--- src/verilog/disc_tag_pkg.sv ---
// Constants shared by the control-select and current-sector tag port.
//
// Overview of operation
// - Control tag latches bus-out into control logic
// - Write gate refused on seek error/fault
// - Read gate refused on seek error/fault
// - Accepted read gate edge starts preamble sync
// - Offset plus shifts positioner toward spindle
// - Offset minus shifts positioner away from spindle
// - Any offset forces on-cylinder low 2.75 ms
// - Fault clear pulse clears latch if fault gone
// - Address-mark enable with write writes mark
// - Address-mark enable with read starts search
// - Return-to-zero pulse moves positioner to zero
// - Return-to-zero clears head, cylinder, seek error
// - Bit 7 strobes read data early
// - Bit 8 strobes read data late
// - Bit 9 clears channel status, dual units
// - Control tag returns normal status on bus-in
// - Sector tag returns sector address on bus-in
// - Sector tag ignores all ten bus-out lines
// - Sector tag unavailable with extended addressing
`default_nettype none

package disc_tag_pkg;
  localparam int BUS_OUT_W = 10;
  localparam int BUS_IN_W = 8;

  // Bus-out bit assignment during the control-select tag
  localparam int WRITE_GATE_BIT = 0;
  localparam int READ_GATE_BIT = 1;
  localparam int OFFSET_PLUS_BIT = 2;
  localparam int OFFSET_MINUS_BIT = 3;
  localparam int FAULT_CLEAR_BIT = 4;
  localparam int ADDR_MARK_BIT = 5;
  localparam int RETURN_TO_ZERO_BIT = 6;
  localparam int STROBE_EARLY_BIT = 7;
  localparam int STROBE_LATE_BIT = 8;
  localparam int CHANNEL_RELEASE_BIT = 9;

  // One-shot actions, index into the pulse generator
  localparam int PULSE_N = 3;
  localparam int PULSE_FAULT_CLEAR = 0;
  localparam int PULSE_RETURN_TO_ZERO = 1;
  localparam int PULSE_RELEASE = 2;
  localparam int PULSE_BIT [PULSE_N] = '{FAULT_CLEAR_BIT, RETURN_TO_ZERO_BIT,
                                         CHANNEL_RELEASE_BIT};

  // Register map
  localparam int AXI_AW = 12;
  localparam logic [AXI_AW-1:0] CONFIG_OFFSET = 12'h000;
  localparam logic [AXI_AW-1:0] STATUS_OFFSET = 12'h004;
  localparam logic [1:0] CONFIG_RESET = 2'h0;
  localparam int CFG_EXT_ADDR_BIT = 0;
  localparam int CFG_DUAL_CHAN_BIT = 1;
  localparam int CFG_W = 2;
  localparam logic [1:0] RESP_OKAY = 2'h0;
  localparam logic [1:0] RESP_SLVERR = 2'h2;

  // On-cylinder hold-off after an offset command
  localparam real OFFSET_HOLD_MS = 2.75;
  localparam real CLK_PERIOD_NS = 4.0;
  localparam int OFFSET_HOLD_CYC =
    int'($ceil(OFFSET_HOLD_MS * 1.0E6 / CLK_PERIOD_NS));
  localparam int HOLD_CNT_W = 20;
endpackage : disc_tag_pkg

`default_nettype wire

--- src/verilog/offset_hold_if.sv ---
// Carrier between the tag decoder and the on-cylinder hold-off timer.
`default_nettype none

interface offset_hold_if;
  logic start;
  logic busy;
  modport ctl (output start, input busy);
  modport tmr (input start, output busy);
endinterface : offset_hold_if

`default_nettype wire

--- src/verilog/disc_tag_control_sector_port.sv ---
// Drive-side decoder for the control-select and current-sector tags.
//
// Local design decisions: the address map and the AXI4-Lite register port.
`default_nettype none

module disc_tag_control_sector_port #(
  parameter int OFFSET_HOLD_CYC = disc_tag_pkg::OFFSET_HOLD_CYC
) (
  input wire logic CLK_I,
  input wire logic RST_I,
  // Controller side
  input wire logic TAG_CTRL_I,
  input wire logic TAG_SECTOR_I,
  input wire logic [9:0] BUS_OUT_I,
  output logic [7:0] BUS_IN_O,
  // Drive side
  input wire logic [7:0] STATUS_WORD_I,
  input wire logic [7:0] SECTOR_ADDR_I,
  input wire logic FAULT_COND_I,
  input wire logic SEEK_ERR_I,
  input wire logic ON_CYL_I,
  input wire logic CHAN_RESERVE_I,
  input wire logic CHAN_PRIORITY_I,
  output logic WRITE_EN_O,
  output logic READ_EN_O,
  output logic READ_SYNC_O,
  output logic OFFSET_PLUS_O,
  output logic OFFSET_MINUS_O,
  output logic ON_CYL_O,
  output logic FAULT_O,
  output logic SEEK_ERR_O,
  output logic ADDR_MARK_WRITE_O,
  output logic ADDR_MARK_SEARCH_O,
  output logic RETURN_TO_ZERO_O,
  output logic ADDR_CLEAR_O,
  output logic STROBE_EARLY_O,
  output logic STROBE_LATE_O,
  output logic CHAN_RELEASE_O,
  output logic CHAN_RESERVED_O,
  output logic CHAN_PRIORITY_O,
  // AXI4-Lite slave
  input wire logic [11:0] AWADDR_I,
  input wire logic AWVALID_I,
  output logic AWREADY_O,
  input wire logic [31:0] WDATA_I,
  input wire logic [3:0] WSTRB_I,
  input wire logic WVALID_I,
  output logic WREADY_O,
  output logic [1:0] BRESP_O,
  output logic BVALID_O,
  input wire logic BREADY_I,
  input wire logic [11:0] ARADDR_I,
  input wire logic ARVALID_I,
  output logic ARREADY_O,
  output logic [31:0] RDATA_O,
  output logic [1:0] RRESP_O,
  output logic RVALID_O,
  input wire logic RREADY_I
);
  //////////////////////////////////////////////////////////////////////////
  // Tag decode
  logic [disc_tag_pkg::CFG_W-1:0] cfg_q;
  logic ext_addr;
  logic dual_chan;
  logic ctrl_take;
  logic sector_take;
  logic blocked;
  logic wr_en_d;
  logic rd_en_d;
  logic am_bit;
  logic am_rd_d;
  logic am_rd_q;
  logic off_plus_d;
  logic off_minus_d;
  logic offset_start;
  logic fault_q;
  logic fault_d;
  logic seek_err_q;
  logic seek_err_d;
  logic res_d;
  logic pri_d;
  logic [7:0] bus_in_d;
  logic [disc_tag_pkg::PULSE_N-1:0] req;
  logic [disc_tag_pkg::PULSE_N-1:0] fire;
  logic [disc_tag_pkg::PULSE_N-1:0] fired_q;
  logic clear_ok;
  logic rtz_fire;
  logic release_fire;

  assign ext_addr = cfg_q[disc_tag_pkg::CFG_EXT_ADDR_BIT];
  assign dual_chan = cfg_q[disc_tag_pkg::CFG_DUAL_CHAN_BIT];
  // Sector tag wins the bus-out lines so their undefined contents never act
  assign ctrl_take = TAG_CTRL_I & ~TAG_SECTOR_I;
  assign sector_take = TAG_SECTOR_I & ~TAG_CTRL_I & ~ext_addr;
  assign blocked = fault_q | seek_err_q;
  assign wr_en_d = ctrl_take & BUS_OUT_I[disc_tag_pkg::WRITE_GATE_BIT]
                   & ~blocked;
  assign rd_en_d = ctrl_take & BUS_OUT_I[disc_tag_pkg::READ_GATE_BIT]
                   & ~blocked;
  assign am_bit = ctrl_take & BUS_OUT_I[disc_tag_pkg::ADDR_MARK_BIT];
  assign am_rd_d = rd_en_d & am_bit;
  assign off_plus_d = ctrl_take & BUS_OUT_I[disc_tag_pkg::OFFSET_PLUS_BIT];
  assign off_minus_d = ctrl_take & BUS_OUT_I[disc_tag_pkg::OFFSET_MINUS_BIT];
  // Either offset newly applied restarts the on-cylinder hold-off
  assign offset_start = (off_plus_d & ~OFFSET_PLUS_O)
                        | (off_minus_d & ~OFFSET_MINUS_O);

  // Once per tag assertion: a bit held high must not repeat its action
  genvar g;
  generate
    for (g = 0; g < disc_tag_pkg::PULSE_N; g++) begin : g_pulse
      assign req[g] = ctrl_take & BUS_OUT_I[disc_tag_pkg::PULSE_BIT[g]];
      assign fire[g] = req[g] & ~fired_q[g];
      always_ff @(posedge CLK_I or posedge RST_I) begin
        if (RST_I) fired_q[g] <= 1'b0;
        else fired_q[g] <= ctrl_take & (fired_q[g] | req[g]);
      end
    end
  endgenerate

  assign rtz_fire = fire[disc_tag_pkg::PULSE_RETURN_TO_ZERO];
  assign release_fire = fire[disc_tag_pkg::PULSE_RELEASE] & dual_chan;
  // A live fault keeps the latch set even against a clear
  assign clear_ok = fire[disc_tag_pkg::PULSE_FAULT_CLEAR] & ~FAULT_COND_I;
  assign fault_d = FAULT_COND_I | (fault_q & ~clear_ok);
  assign seek_err_d = SEEK_ERR_I | (seek_err_q & ~rtz_fire);
  assign res_d = CHAN_RESERVE_I | (CHAN_RESERVED_O & ~release_fire);
  assign pri_d = CHAN_PRIORITY_I | (CHAN_PRIORITY_O & ~release_fire);
  assign bus_in_d = ctrl_take ? STATUS_WORD_I :
                    sector_take ? SECTOR_ADDR_I : 8'h00;

  offset_hold_if hold ();
  assign hold.start = offset_start;

  offset_hold_timer #(.HOLD_CYC(OFFSET_HOLD_CYC)) u_hold (
    .clk_i(CLK_I),
    .rst_i(RST_I),
    .hold(hold)
  );

  always_ff @(posedge CLK_I or posedge RST_I) begin
    if (RST_I) begin
      WRITE_EN_O <= 1'b0;
      READ_EN_O <= 1'b0;
      READ_SYNC_O <= 1'b0;
      am_rd_q <= 1'b0;
      ADDR_MARK_WRITE_O <= 1'b0;
      ADDR_MARK_SEARCH_O <= 1'b0;
      OFFSET_PLUS_O <= 1'b0;
      OFFSET_MINUS_O <= 1'b0;
      ON_CYL_O <= 1'b0;
      STROBE_EARLY_O <= 1'b0;
      STROBE_LATE_O <= 1'b0;
      BUS_IN_O <= 8'h00;
    end else begin
      WRITE_EN_O <= wr_en_d;
      READ_EN_O <= rd_en_d;
      READ_SYNC_O <= rd_en_d & ~READ_EN_O;
      am_rd_q <= am_rd_d;
      ADDR_MARK_WRITE_O <= wr_en_d & am_bit;
      ADDR_MARK_SEARCH_O <= am_rd_d & ~am_rd_q;
      OFFSET_PLUS_O <= off_plus_d;
      OFFSET_MINUS_O <= off_minus_d;
      ON_CYL_O <= ON_CYL_I & ~hold.busy & ~offset_start;
      STROBE_EARLY_O <= ctrl_take
        & BUS_OUT_I[disc_tag_pkg::STROBE_EARLY_BIT];
      STROBE_LATE_O <= ctrl_take
        & BUS_OUT_I[disc_tag_pkg::STROBE_LATE_BIT];
      BUS_IN_O <= bus_in_d;
    end
  end

  always_ff @(posedge CLK_I or posedge RST_I) begin
    if (RST_I) begin
      fault_q <= 1'b0;
      seek_err_q <= 1'b0;
      RETURN_TO_ZERO_O <= 1'b0;
      ADDR_CLEAR_O <= 1'b0;
      CHAN_RELEASE_O <= 1'b0;
      CHAN_RESERVED_O <= 1'b0;
      CHAN_PRIORITY_O <= 1'b0;
    end else begin
      fault_q <= fault_d;
      seek_err_q <= seek_err_d;
      RETURN_TO_ZERO_O <= rtz_fire;
      ADDR_CLEAR_O <= rtz_fire;
      CHAN_RELEASE_O <= release_fire;
      CHAN_RESERVED_O <= res_d;
      CHAN_PRIORITY_O <= pri_d;
    end
  end

  assign FAULT_O = fault_q;
  assign SEEK_ERR_O = seek_err_q;

  //////////////////////////////////////////////////////////////////////////
  // AXI4-Lite register slave; one write and one read in flight at most
  logic [11:0] awaddr_q;
  logic [31:0] wdata_q;
  logic [3:0] wstrb_q;
  logic do_write;
  logic wr_cfg_hit;
  logic ar_take;
  logic [31:0] status_word;
  logic [31:0] rdata_d;
  logic rd_hit;

  assign do_write = ~AWREADY_O & ~WREADY_O & ~BVALID_O;
  assign wr_cfg_hit = (awaddr_q == disc_tag_pkg::CONFIG_OFFSET);
  assign ar_take = ARVALID_I & ARREADY_O;
  assign status_word = {16'h0000, SECTOR_ADDR_I, CHAN_PRIORITY_O,
                        CHAN_RESERVED_O, hold.busy, READ_EN_O, WRITE_EN_O,
                        ON_CYL_O, seek_err_q, fault_q};
  assign rd_hit = (ARADDR_I == disc_tag_pkg::CONFIG_OFFSET)
                  | (ARADDR_I == disc_tag_pkg::STATUS_OFFSET);
  assign rdata_d = (ARADDR_I == disc_tag_pkg::CONFIG_OFFSET) ?
                   {{(32-disc_tag_pkg::CFG_W){1'b0}}, cfg_q} :
                   (ARADDR_I == disc_tag_pkg::STATUS_OFFSET) ?
                   status_word : 32'h00000000;

  always_ff @(posedge CLK_I or posedge RST_I) begin
    if (RST_I) begin
      AWREADY_O <= 1'b1;
      WREADY_O <= 1'b1;
      awaddr_q <= 12'h000;
      wdata_q <= 32'h00000000;
      wstrb_q <= 4'h0;
    end else begin
      if (AWVALID_I & AWREADY_O) begin
        AWREADY_O <= 1'b0;
        awaddr_q <= AWADDR_I;
      end else if (BVALID_O & BREADY_I) AWREADY_O <= 1'b1;
      if (WVALID_I & WREADY_O) begin
        WREADY_O <= 1'b0;
        wdata_q <= WDATA_I;
        wstrb_q <= WSTRB_I;
      end else if (BVALID_O & BREADY_I) WREADY_O <= 1'b1;
    end
  end

  always_ff @(posedge CLK_I or posedge RST_I) begin
    if (RST_I) begin
      BVALID_O <= 1'b0;
      BRESP_O <= disc_tag_pkg::RESP_OKAY;
      cfg_q <= disc_tag_pkg::CONFIG_RESET;
    end else if (do_write) begin
      BVALID_O <= 1'b1;
      BRESP_O <= wr_cfg_hit | (awaddr_q == disc_tag_pkg::STATUS_OFFSET) ?
                 disc_tag_pkg::RESP_OKAY : disc_tag_pkg::RESP_SLVERR;
      if (wr_cfg_hit & wstrb_q[0]) cfg_q <= wdata_q[disc_tag_pkg::CFG_W-1:0];
    end else if (BVALID_O & BREADY_I) BVALID_O <= 1'b0;
  end

  always_ff @(posedge CLK_I or posedge RST_I) begin
    if (RST_I) begin
      ARREADY_O <= 1'b1;
      RVALID_O <= 1'b0;
      RDATA_O <= 32'h00000000;
      RRESP_O <= disc_tag_pkg::RESP_OKAY;
    end else if (ar_take) begin
      ARREADY_O <= 1'b0;
      RVALID_O <= 1'b1;
      RDATA_O <= rdata_d;
      RRESP_O <= rd_hit ? disc_tag_pkg::RESP_OKAY : disc_tag_pkg::RESP_SLVERR;
    end else if (RVALID_O & RREADY_I) begin
      RVALID_O <= 1'b0;
      ARREADY_O <= 1'b1;
    end
  end
endmodule : disc_tag_control_sector_port

`default_nettype wire

--- src/verilog/offset_hold_timer.sv ---
// Hold-off timer that masks on-cylinder after an offset command.
`default_nettype none

module offset_hold_timer #(
  parameter int HOLD_CYC = disc_tag_pkg::OFFSET_HOLD_CYC
) (
  input wire logic clk_i,
  input wire logic rst_i,
  offset_hold_if.tmr hold
);
  logic [disc_tag_pkg::HOLD_CNT_W-1:0] cnt_q;
  logic [disc_tag_pkg::HOLD_CNT_W-1:0] cnt_d;

  // A fresh offset restarts the full hold-off
  assign cnt_d = hold.start ? disc_tag_pkg::HOLD_CNT_W'(HOLD_CYC) :
                 (cnt_q != '0) ? cnt_q - 1'b1 : cnt_q;
  assign hold.busy = (cnt_q != '0);

  always_ff @(posedge clk_i or posedge rst_i) begin
    if (rst_i) cnt_q <= '0;
    else cnt_q <= cnt_d;
  end
endmodule : offset_hold_timer

`default_nettype wire

--- config.mk ---
export PLATFORM = sky130hd
export DESIGN_NAME = disc_tag_control_sector_port
export DESIGN_NICKNAME = d
export VERILOG_FILES = /design/src/verilog/disc_tag_pkg.sv /design/src/verilog/offset_hold_if.sv /design/src/verilog/disc_tag_control_sector_port.sv /design/src/verilog/offset_hold_timer.sv
export SDC_FILE = /design/constraint.sdc
export NUM_CORES = 1
export LEC_CHECK = 0
export BUFFER_PORTS_ARGS = -buffer_cell sky130_fd_sc_hd__clkbuf_2
export CORE_MARGIN = 2
export CORE_UTILIZATION = 30
export CTS_CLUSTER_DIAMETER = 100
export DETAILED_ROUTE_END_ITERATION = 10
export SETUP_SLACK_MARGIN = 0.02
export SLEW_MARGIN = 10
export SYNTH_ARGS = -nofsm -noshare
export SYNTH_HDL_FRONTEND = slang
export SYNTH_SLANG_ARGS = --single-unit
--- constraint.sdc ---
create_clock -name CLK_I -period 3.2 [get_ports CLK_I]
set_input_delay 0.16 -clock CLK_I [delete_from_list [all_inputs] [get_ports CLK_I]]
set_output_delay 0.16 -clock CLK_I [all_outputs]
set_load 0.01 [all_outputs]
## Word level (Yosys, flattened, before mapping)

Cells that the tools add are included.

- Register bits after elaboration: 106
- Input port bits: 100

- Bitwise logic cells: 74
- Reductions and logical operators: 9
- $add $sub $neg: 1
- Multiplexer cells: 17
- Equal/unequal tests: 2

Operators by type and width:

| operator | count |
|---|---|
| $and 1x1->1 | 43 |
| $mux 20 | 2 |
| $mux 16 | 2 |
| $eq 12x3->1 const B | 2 |
| $logic_not 12->1 | 2 |
| $not 1->1 | 20 |
| $reduce_bool 20->1 | 1 |
| $sub 20x1->20 const B | 1 |
| $mux 8 | 2 |
| $or 1x1->1 | 11 |
| $reduce_bool 2->1 | 5 |
| $mux 1 | 9 |
| $mux 2 | 2 |
| $reduce_and 2->1 | 1 |

## Logic depth before layout (Yosys ltp)

Gate-level depths: netlist (run 1).

- Depth after elaboration: 8
- Depth in mapped cells: 8
- Depth with buffers taken out: 7

## Hierarchy

Synthesis (run 1) repeated with hierarchy kept, for this count alone.

- Cells, all modules: 314
- Area, all modules: 3851.2 um^2

By module, submodules not included:

| module | area an instance (um^2) | cells each | sequential area each (um^2) | instances |
|---|---|---|---|---|
| disc_tag_control_sector_port | 2712.6 | 198 | 1705.4 | 1 |
| offset_hold_timer | 1138.6 | 116 | 500.5 | 1 |

## Worst setup path after synthesis (run 1)

Ideal clock, no wire load.

- Path type: register -> register
- From: register u_hold.cnt_q[5] in the netlist's numbering
- To: register u_hold.cnt_q[19] in the netlist's numbering
- Stages on the path, launching flop included: 6
- Slack: 973 ps
- Arrival: 2095 ps
- Setup time: 132 ps
- Required time: 3068 ps
- Period minus slack after synthesis: 2227 ps
- Cell sequence: dfrtp_1 > or3_1 > or4_4 > a211o_1 > o21ai_0 > or3b_1

- Cells in the longest elaborated chain, start to end: 3
- Elaborated cells on any way between the ends: 5
- Those cells by class: add/sub: 1; mux: 2; reduce/logical: 2

RTL lines:

| element | RTL line | RTL |
|---|---|---|
| from (decl) | offset_hold_timer.sv:11 | `logic [disc_tag_pkg::HOLD_CNT_W-1:0] cnt_q;` |
| from (signal assigned) | offset_hold_timer.sv:21 | `else cnt_q <= cnt_d;` |
| $sub 20x1->20 | offset_hold_timer.sv:16 | `(cnt_q != '0) ? cnt_q - 1'b1 : cnt_q;` |
| $mux 20 | offset_hold_timer.sv:16 |  |
| $mux 20 | offset_hold_timer.sv:15 | `assign cnt_d = hold.start ? disc_tag_pkg::HOLD_CNT_W'(HOLD_CYC) :` |

Parallel ways exist; a longest one is shown, timed or not. The select of a mux whose other input is x is not followed.
A chain may end at the register's enable or synchronous reset.

## Worst setup path after layout (run 1)

Ends and elaborated chain as after synthesis.

==> results of run 1 <==
==> sequential cells by signal, indices dropped and copies added (netlist names), 2 cells and up <==
name	flops
wdata_q	2
BUS_IN_O	8
awaddr_q	12
cfg_q	2
RDATA_O	16
u_hold.cnt_q	20
fired_q	3
==> metal layers <==
layer / up-vias / wire length (um) / global-route usage (%)
li1: 1342 / - / -
met5: - / 0 / 0
met3: 9 / 562 / 3.79
met1: 1402 / 3820 / 16.9
met2: 102 / 4060 / 20.8
met4: 0 / 107 / 5.71
==> worst reg2reg max path: stages (launching register included) <==
cell and delay, ns:
dfrtp_1 0.40, or3_1 0.41, or4_4 0.56, a211o_1 0.37
o21ai_0 0.16, or3b_1 0.35
==> final cells by class <==
cell class | count | area (sq um)
fill | 1181 | 7350
tap | 168 | 210
clock inverter | 4 | 45.0
inverter | 10 | 38.8
sequential | 88 | 2210
clock buffer | 12 | 236
timing repair buffer | 124 | 671
multi-input combinational | 207 | 1410
==> per-stage QoR <==
step / hold WS (ns) / cells / util, % / area (sq um)
4_1_cts: 0.00166 / 613 / 39.6 / 4820
3_5_place_dp: 0.317 / 592 / 36.9 / 4480
6_report: 0.0153 / 613 / 39.6 / 4820
2_1_floorplan: 0.218 / 334 / - / 3830
5_1_grt: 0.0175 / 613 / 39.6 / 4820
3_3_place_gp: 0.321 / 592 / 36.9 / 4480
==> power by group <==
group | switching (W) | leakage [nW] | total (W) | internal, W
clock | 0.000411 | 0.140 | 0.00101 | 0.000602
sequential | 0.000117 | 1.08 | 0.00141 | 0.00130
combinational | 0.000243 | 1.10 | 0.000497 | 0.000253
==> timing repair <==
action                     in CTS  in global routing
hold endpoints to repair       47                  0
hold buffers                    5                  0
setup endpoints to repair       0                  0
==> cell usage in the layout, fill, tap and decap left out, types with 5 or more instances in the layout <==
cell / n
xor2_1: 9
or3_1: 5
dlygate4sd3_1: 5
nor2_1: 24
a21o_1: 5
nor3_1: 7
and2_1: 7
dfrtp_1: 85
nand2_1: 15
nand3_1: 7
clkbuf_2: 114
clkbuf_16: 9
conb_1: 18
o21ai_0: 8
inv_1: 9
nor4_1: 5
mux2_2: 20
a32o_1: 8
a22o_1: 16
==> cell families (layout without fill, tap and decap cells) <==
family / count (synthesis) / count (layout) / share of synthesized area, %
adder cells (fa/ha/maj): 2 / 2 / 0.664
AND/OR/NAND/NOR: 101 / 101 / 14.7
AO/OA/AOI/OAI: 51 / 51 / 10.6
multiplexers: 24 / 24 / 7.04
buffers and inverters: 39 / 150 / 5.81
flip-flops: 88 / 88 / 58.5
XOR/XNOR: 11 / 11 / 2.56
other: 1 / 18 / 0.0995
==> how the worst min path moves through the flow <==
stage	start	slack, ns	endpoint	cells past startpoint
3_3_place_gp	RST_I	0.32	u_hold.cnt_q[14]	2
4_1_cts	SEEK_ERR_I	0.002	SEEK_ERR_O	2
2_1_floorplan	ARVALID_I	0.22	ARREADY_O	1
5_1_grt	BUS_OUT_I[8]	0.02	STROBE_LATE_O	2
6_report	SEEK_ERR_I	0.02	SEEK_ERR_O	2
3_5_place_dp	RST_I	0.32	u_hold.cnt_q[12]	2
==> flow_summary.ini, run 1 <==
[setup_path]
path_max_fanout = 6
cp_cell_sequence = or3_1 -> or4_4 -> a211o_1 -> o21ai_0 -> or3b_1
r2r_start = u_hold.cnt_q[5]
slowest_delay_ns = 0.56
crit_path_start = u_hold.cnt_q[5]
crit_type = reg -> reg
critPathArrivalTime_ns = 2.58
r2r_cells = 5
crit_slowest_cell = or4_4
cp_num_cells = 5
startpoint_type = flop
crit_family = simple AND/OR/NAND/NOR gates
crit_path_end = u_hold.cnt_q[19]
cp_num_buf_inv = 0
required_ns = 3.41
timing.rr.end = u_hold.cnt_q[19]
end_kind = flop
r2r_slack_ns = 0.84

[global_route]
gr-total-overflow = 0
track_usage_pct = 13.1
grt_pass1_wl_um = 13400
grt_pass1_vias = 2732
antenna_found_initial = 0
grt_max_degree = 46

[synthesis]
synth_area_leaders = dfrtp_1 (56%), mux2_2 (6.0%), buf_4 (3.8%)
ys_types = 49
yosysMostFrequentCell = dfrtp_1
syn_avg_cell_area_sq_um = 11.9
synth-seq-area-share_pct = 58.5
yosysWarnings = 0
yosys.area.top_type = dfrtp_1
ys_seq_elements = 88
synth_flop_cell = dfrtp_1
yosys.area.top_type_share_pct = 56.4
synthCells = 317
netlist_area_sq_um = 3770
yosys-top-cells-count = dfrtp_1 (85), nor2_1 (24), mux2_2 (20), buf_4 (19), a22o_1 (16)
synth_edf_count = 0
synthArstFlopShare_pct = 100

[timing]
drv_slew = 0
layout_setup_ws_ns = 0.838
hold_viol = 0
timing.slew.headroom_pct = 45.8
final.setup_skew_ns = 0.00410
tightest_slew_ns = 0.813
finalCritPeriodShare_pct = 73.8
rsz0062_at_grt = no
fin_tns_setup_ns = 0
fin_crit_ns = 2.36
setup_viol = 0
max_freq_mhz = 423

[placement]
dp_hpwl_um = 6230
gp_congestion = 0.781
io_buffer_count = 114
pre_cts_slack_ns = 0.855

[detailed_routing]
ant_nets = 0
wl_per_cell_um = 13.9
via_per_inst = 4.66
drtPass1Iterations = 4
totalWireLength_um = 8540
vias = 2855
drc = 0
drt_iter0_drc = 165

[hold_path]
hp-class = in -> reg

[power]
cellPowerDensity_nw_per_um2 = 607
peakVddDrop_mv = 0.290
total_power_w = 0.00292
total_leakage_power_nw = 2.32

[flow_run]
drv_cap = 0

[floorplanning]
dieArea_sq_um = 13500
die_h_um = 116
die_w_um = 116
coreArea_sq_um = 12200
io_pins = 166
start_util_pct = 31.0
rows = 40

[clocking]
h-tree-depth = 3
cts_sinks = 88
clkTransAtPathRegs_ns = 0.06
numCtsBuffers = 9
post_cts_resized = 0
root_buffer = clkbuf_16
clock_latency_ns = 0.34
clk_path_buf_depth = 2
post_cts_buffers = 0
cts_tree = done

[layout]
area_growth_pct = 27.7
insertedDiodeCount = 0
final_nets = 542
drive_gt1_share_pct = 36.0

[status]
status = completed
(Power assumes the default switching activity.)
==> run 2, diff against run 1 <==
clock period = 2.3 ns   (was 3.2 ns; I/O delays follow)
==> run 2 against run 1 <==
Effect of this change:
- maximum frequency increased by 5.3%
- cell area increased by 11%
- clock skew increased by 0.00082 ns
- wire length increased by 6.4%
- critical path type unchanged
- largest power group unchanged
- highest routed layer unchanged
==> flow_summary.ini, run 2 (synthesis gave the netlist of run 1 again) <==
[global_route]
track_usage_pct = 13.9
antenna_found_initial = 0
grt_pass1_wl_um = 14100
grt_max_degree = 89
grt_pass1_vias = 2933
gr-total-overflow = 0

[layout]
most-common-layout-cells = clkbuf_2 (114), dfrtp_1 (85), dlygate4sd3_1 (41)
area_growth_pct = 41.6
final_common_cell = clkbuf_2
largest_register_ffs = 20
insertedDiodeCount = 0
design_area_sq_um = 5340
fillers = 1155
top_regs = u_hold.cnt_q (20), RDATA_O (16), awaddr_q (12)
drive_gt1_share_pct = 35.9
regArea_sq_um = 2210
final_nets = 590
top_register = u_hold.cnt_q
multi_input_comb_area_sq_um = 1430

[clocking]
root_buffer = clkbuf_16
clkTransAtPathRegs_ns = 0.06
h-tree-depth = 3
numCtsBuffers = 9
cts_tree = done
clock_latency_ns = 0.35
clk_path_buf_depth = 2
cts_sinks = 88

[detailed_routing]
drt_iter0_drc = 171
via_per_inst = 4.57
totalWireLength_um = 9090
drtPass1Iterations = 4
vias = 3020
ant_nets = 0
drc = 0
wl_per_cell_um = 13.8

[placement]
dp_hpwl_um = 6200
place_area_sq_um = 4560
io_buffer_count = 114
gp_congestion = 0.767

[flow_run]
drv_cap = 0

[floorplanning]
rows = 40
die_h_um = 116
coreArea_sq_um = 12200
die_w_um = 116
io_pins = 166
dieArea_sq_um = 13500
start_util_pct = 31.0

[timing]
rsz0062_at_grt = yes
finalCritPeriodShare_pct = 97.5
drv_slew = 0
tightest_slew_ns = 0.592
timing.slew.headroom_pct = 60.4
final.setup_skew_ns = 0.00492
max_freq_mhz = 446
hold_slack_ns = 0.0111
fin_crit_ns = 2.24
hold_viol = 0
setup_viol = 0

[setup_path]
end_kind = flop
crit_type = reg -> reg
required_ns = 2.53
path_max_fanout = 5
critPathArrivalTime_ns = 2.47
startpoint_type = flop

[power]
peakVddDrop_mv = 0.384
cellPowerDensity_nw_per_um2 = 830
total_power_w = 0.00443
total_leakage_power_nw = 2.55

[status]
status = completed

[hold_path]
hp-class = in -> reg
-- run 2: cell types whose count changed in the layout (fill, tap and decap cells not counted) --
cell,before,now
dlygate4sd3_1,5,41
buf_4,4,16
clkinv_2,4,0
clkbuf_1,3,1
clkbuf_8,0,2
clkinvlp_4,0,2
or3_1,5,3
or3_4,1,3
a211o_1,1,0
a211o_4,0,1
bufinv_16,1,2
clkinv_4,0,1
o21ai_0,8,7
o21ai_1,0,1
-- run 2: metal layers --
metal	part of all wire [%]	track usage [%]	vias up
met5	0	0	-
met4	1.9	7.06	0
met3	6.6	4.36	10
met2	48	23.5	104
met1	43	15.8	1457
li1	-	-	1449
-- run 2: worst paths after layout --
kind / from / to / slack (ns) / cells past startpoint
setup / recovery: u_hold.cnt_q[10] / u_hold.cnt_q[17] / 0.06 / 5
hold / removal: SECTOR_ADDR_I[3] / RDATA_O[11] / 0.01 / 2
setup reg to reg: u_hold.cnt_q[10] / u_hold.cnt_q[17] / 0.06 / 5
hold reg to reg: am_rd_q / ADDR_MARK_SEARCH_O / 0.39 / 1
max in group asynchronous: RST_I / ARREADY_O / 1.48 / 4
min in group asynchronous: RST_I / BVALID_O / 0.43 / 4
-- run 2: what timing repair did --
action / in CTS / in global routing
setup endpoints to repair: 2 / 2
hold buffers: 41 / 0
resized for setup: 1 / 3
gates cloned: 0 / 0
pin swaps: 1 / 4
setup buffers: 0 / 2
endpoints found under the hold margin: 122 / 0
-- run 2: stage by stage --
step / util (%) / instances / setup slack, ns / setup TNS, ns
final: 43.9 / 661 / 0.0575 / 0
after global placement: 37.5 / 602 / -0.00588 / -0.00588
after floorplan: - / 334 / 0.0731 / 0
after CTS: 43.7 / 659 / 0.0444 / 0
after detailed placement: 37.5 / 602 / -0.0245 / -0.0245
after global routing: 43.9 / 661 / 0.0129 / 0
-- run 2: report_power, final --
part	switching, W	total (W)	internal (W)	leakage, nW
clock	0.000603	0.00162	0.00101	0.159
sequential	0.000154	0.00196	0.00181	1.08
combinational	0.000390	0.000853	0.000463	1.31
total	0.00115	0.00443	0.00328	2.55
-- run 2: cell type report --
| type | instances | share of cell area, % |
|---|---|---|
| clock buffer | 12 | 4.80 |
| tap | 168 | 3.94 |
| clock inverter | 4 | 1.43 |
| multi-input combinational | 207 | 26.7 |
| inverter | 10 | 0.773 |
| timing repair buffer | 172 | 21.0 |
| sequential | 88 | 41.3 |
-- run 2: critical path, cell delays in order, from the launching register on --
cell	delay, ns
dfrtp_1	0.39
or3_1	0.38
or4_4	0.56
a211o_4	0.35
or3_4	0.33
mux2i_1	0.12
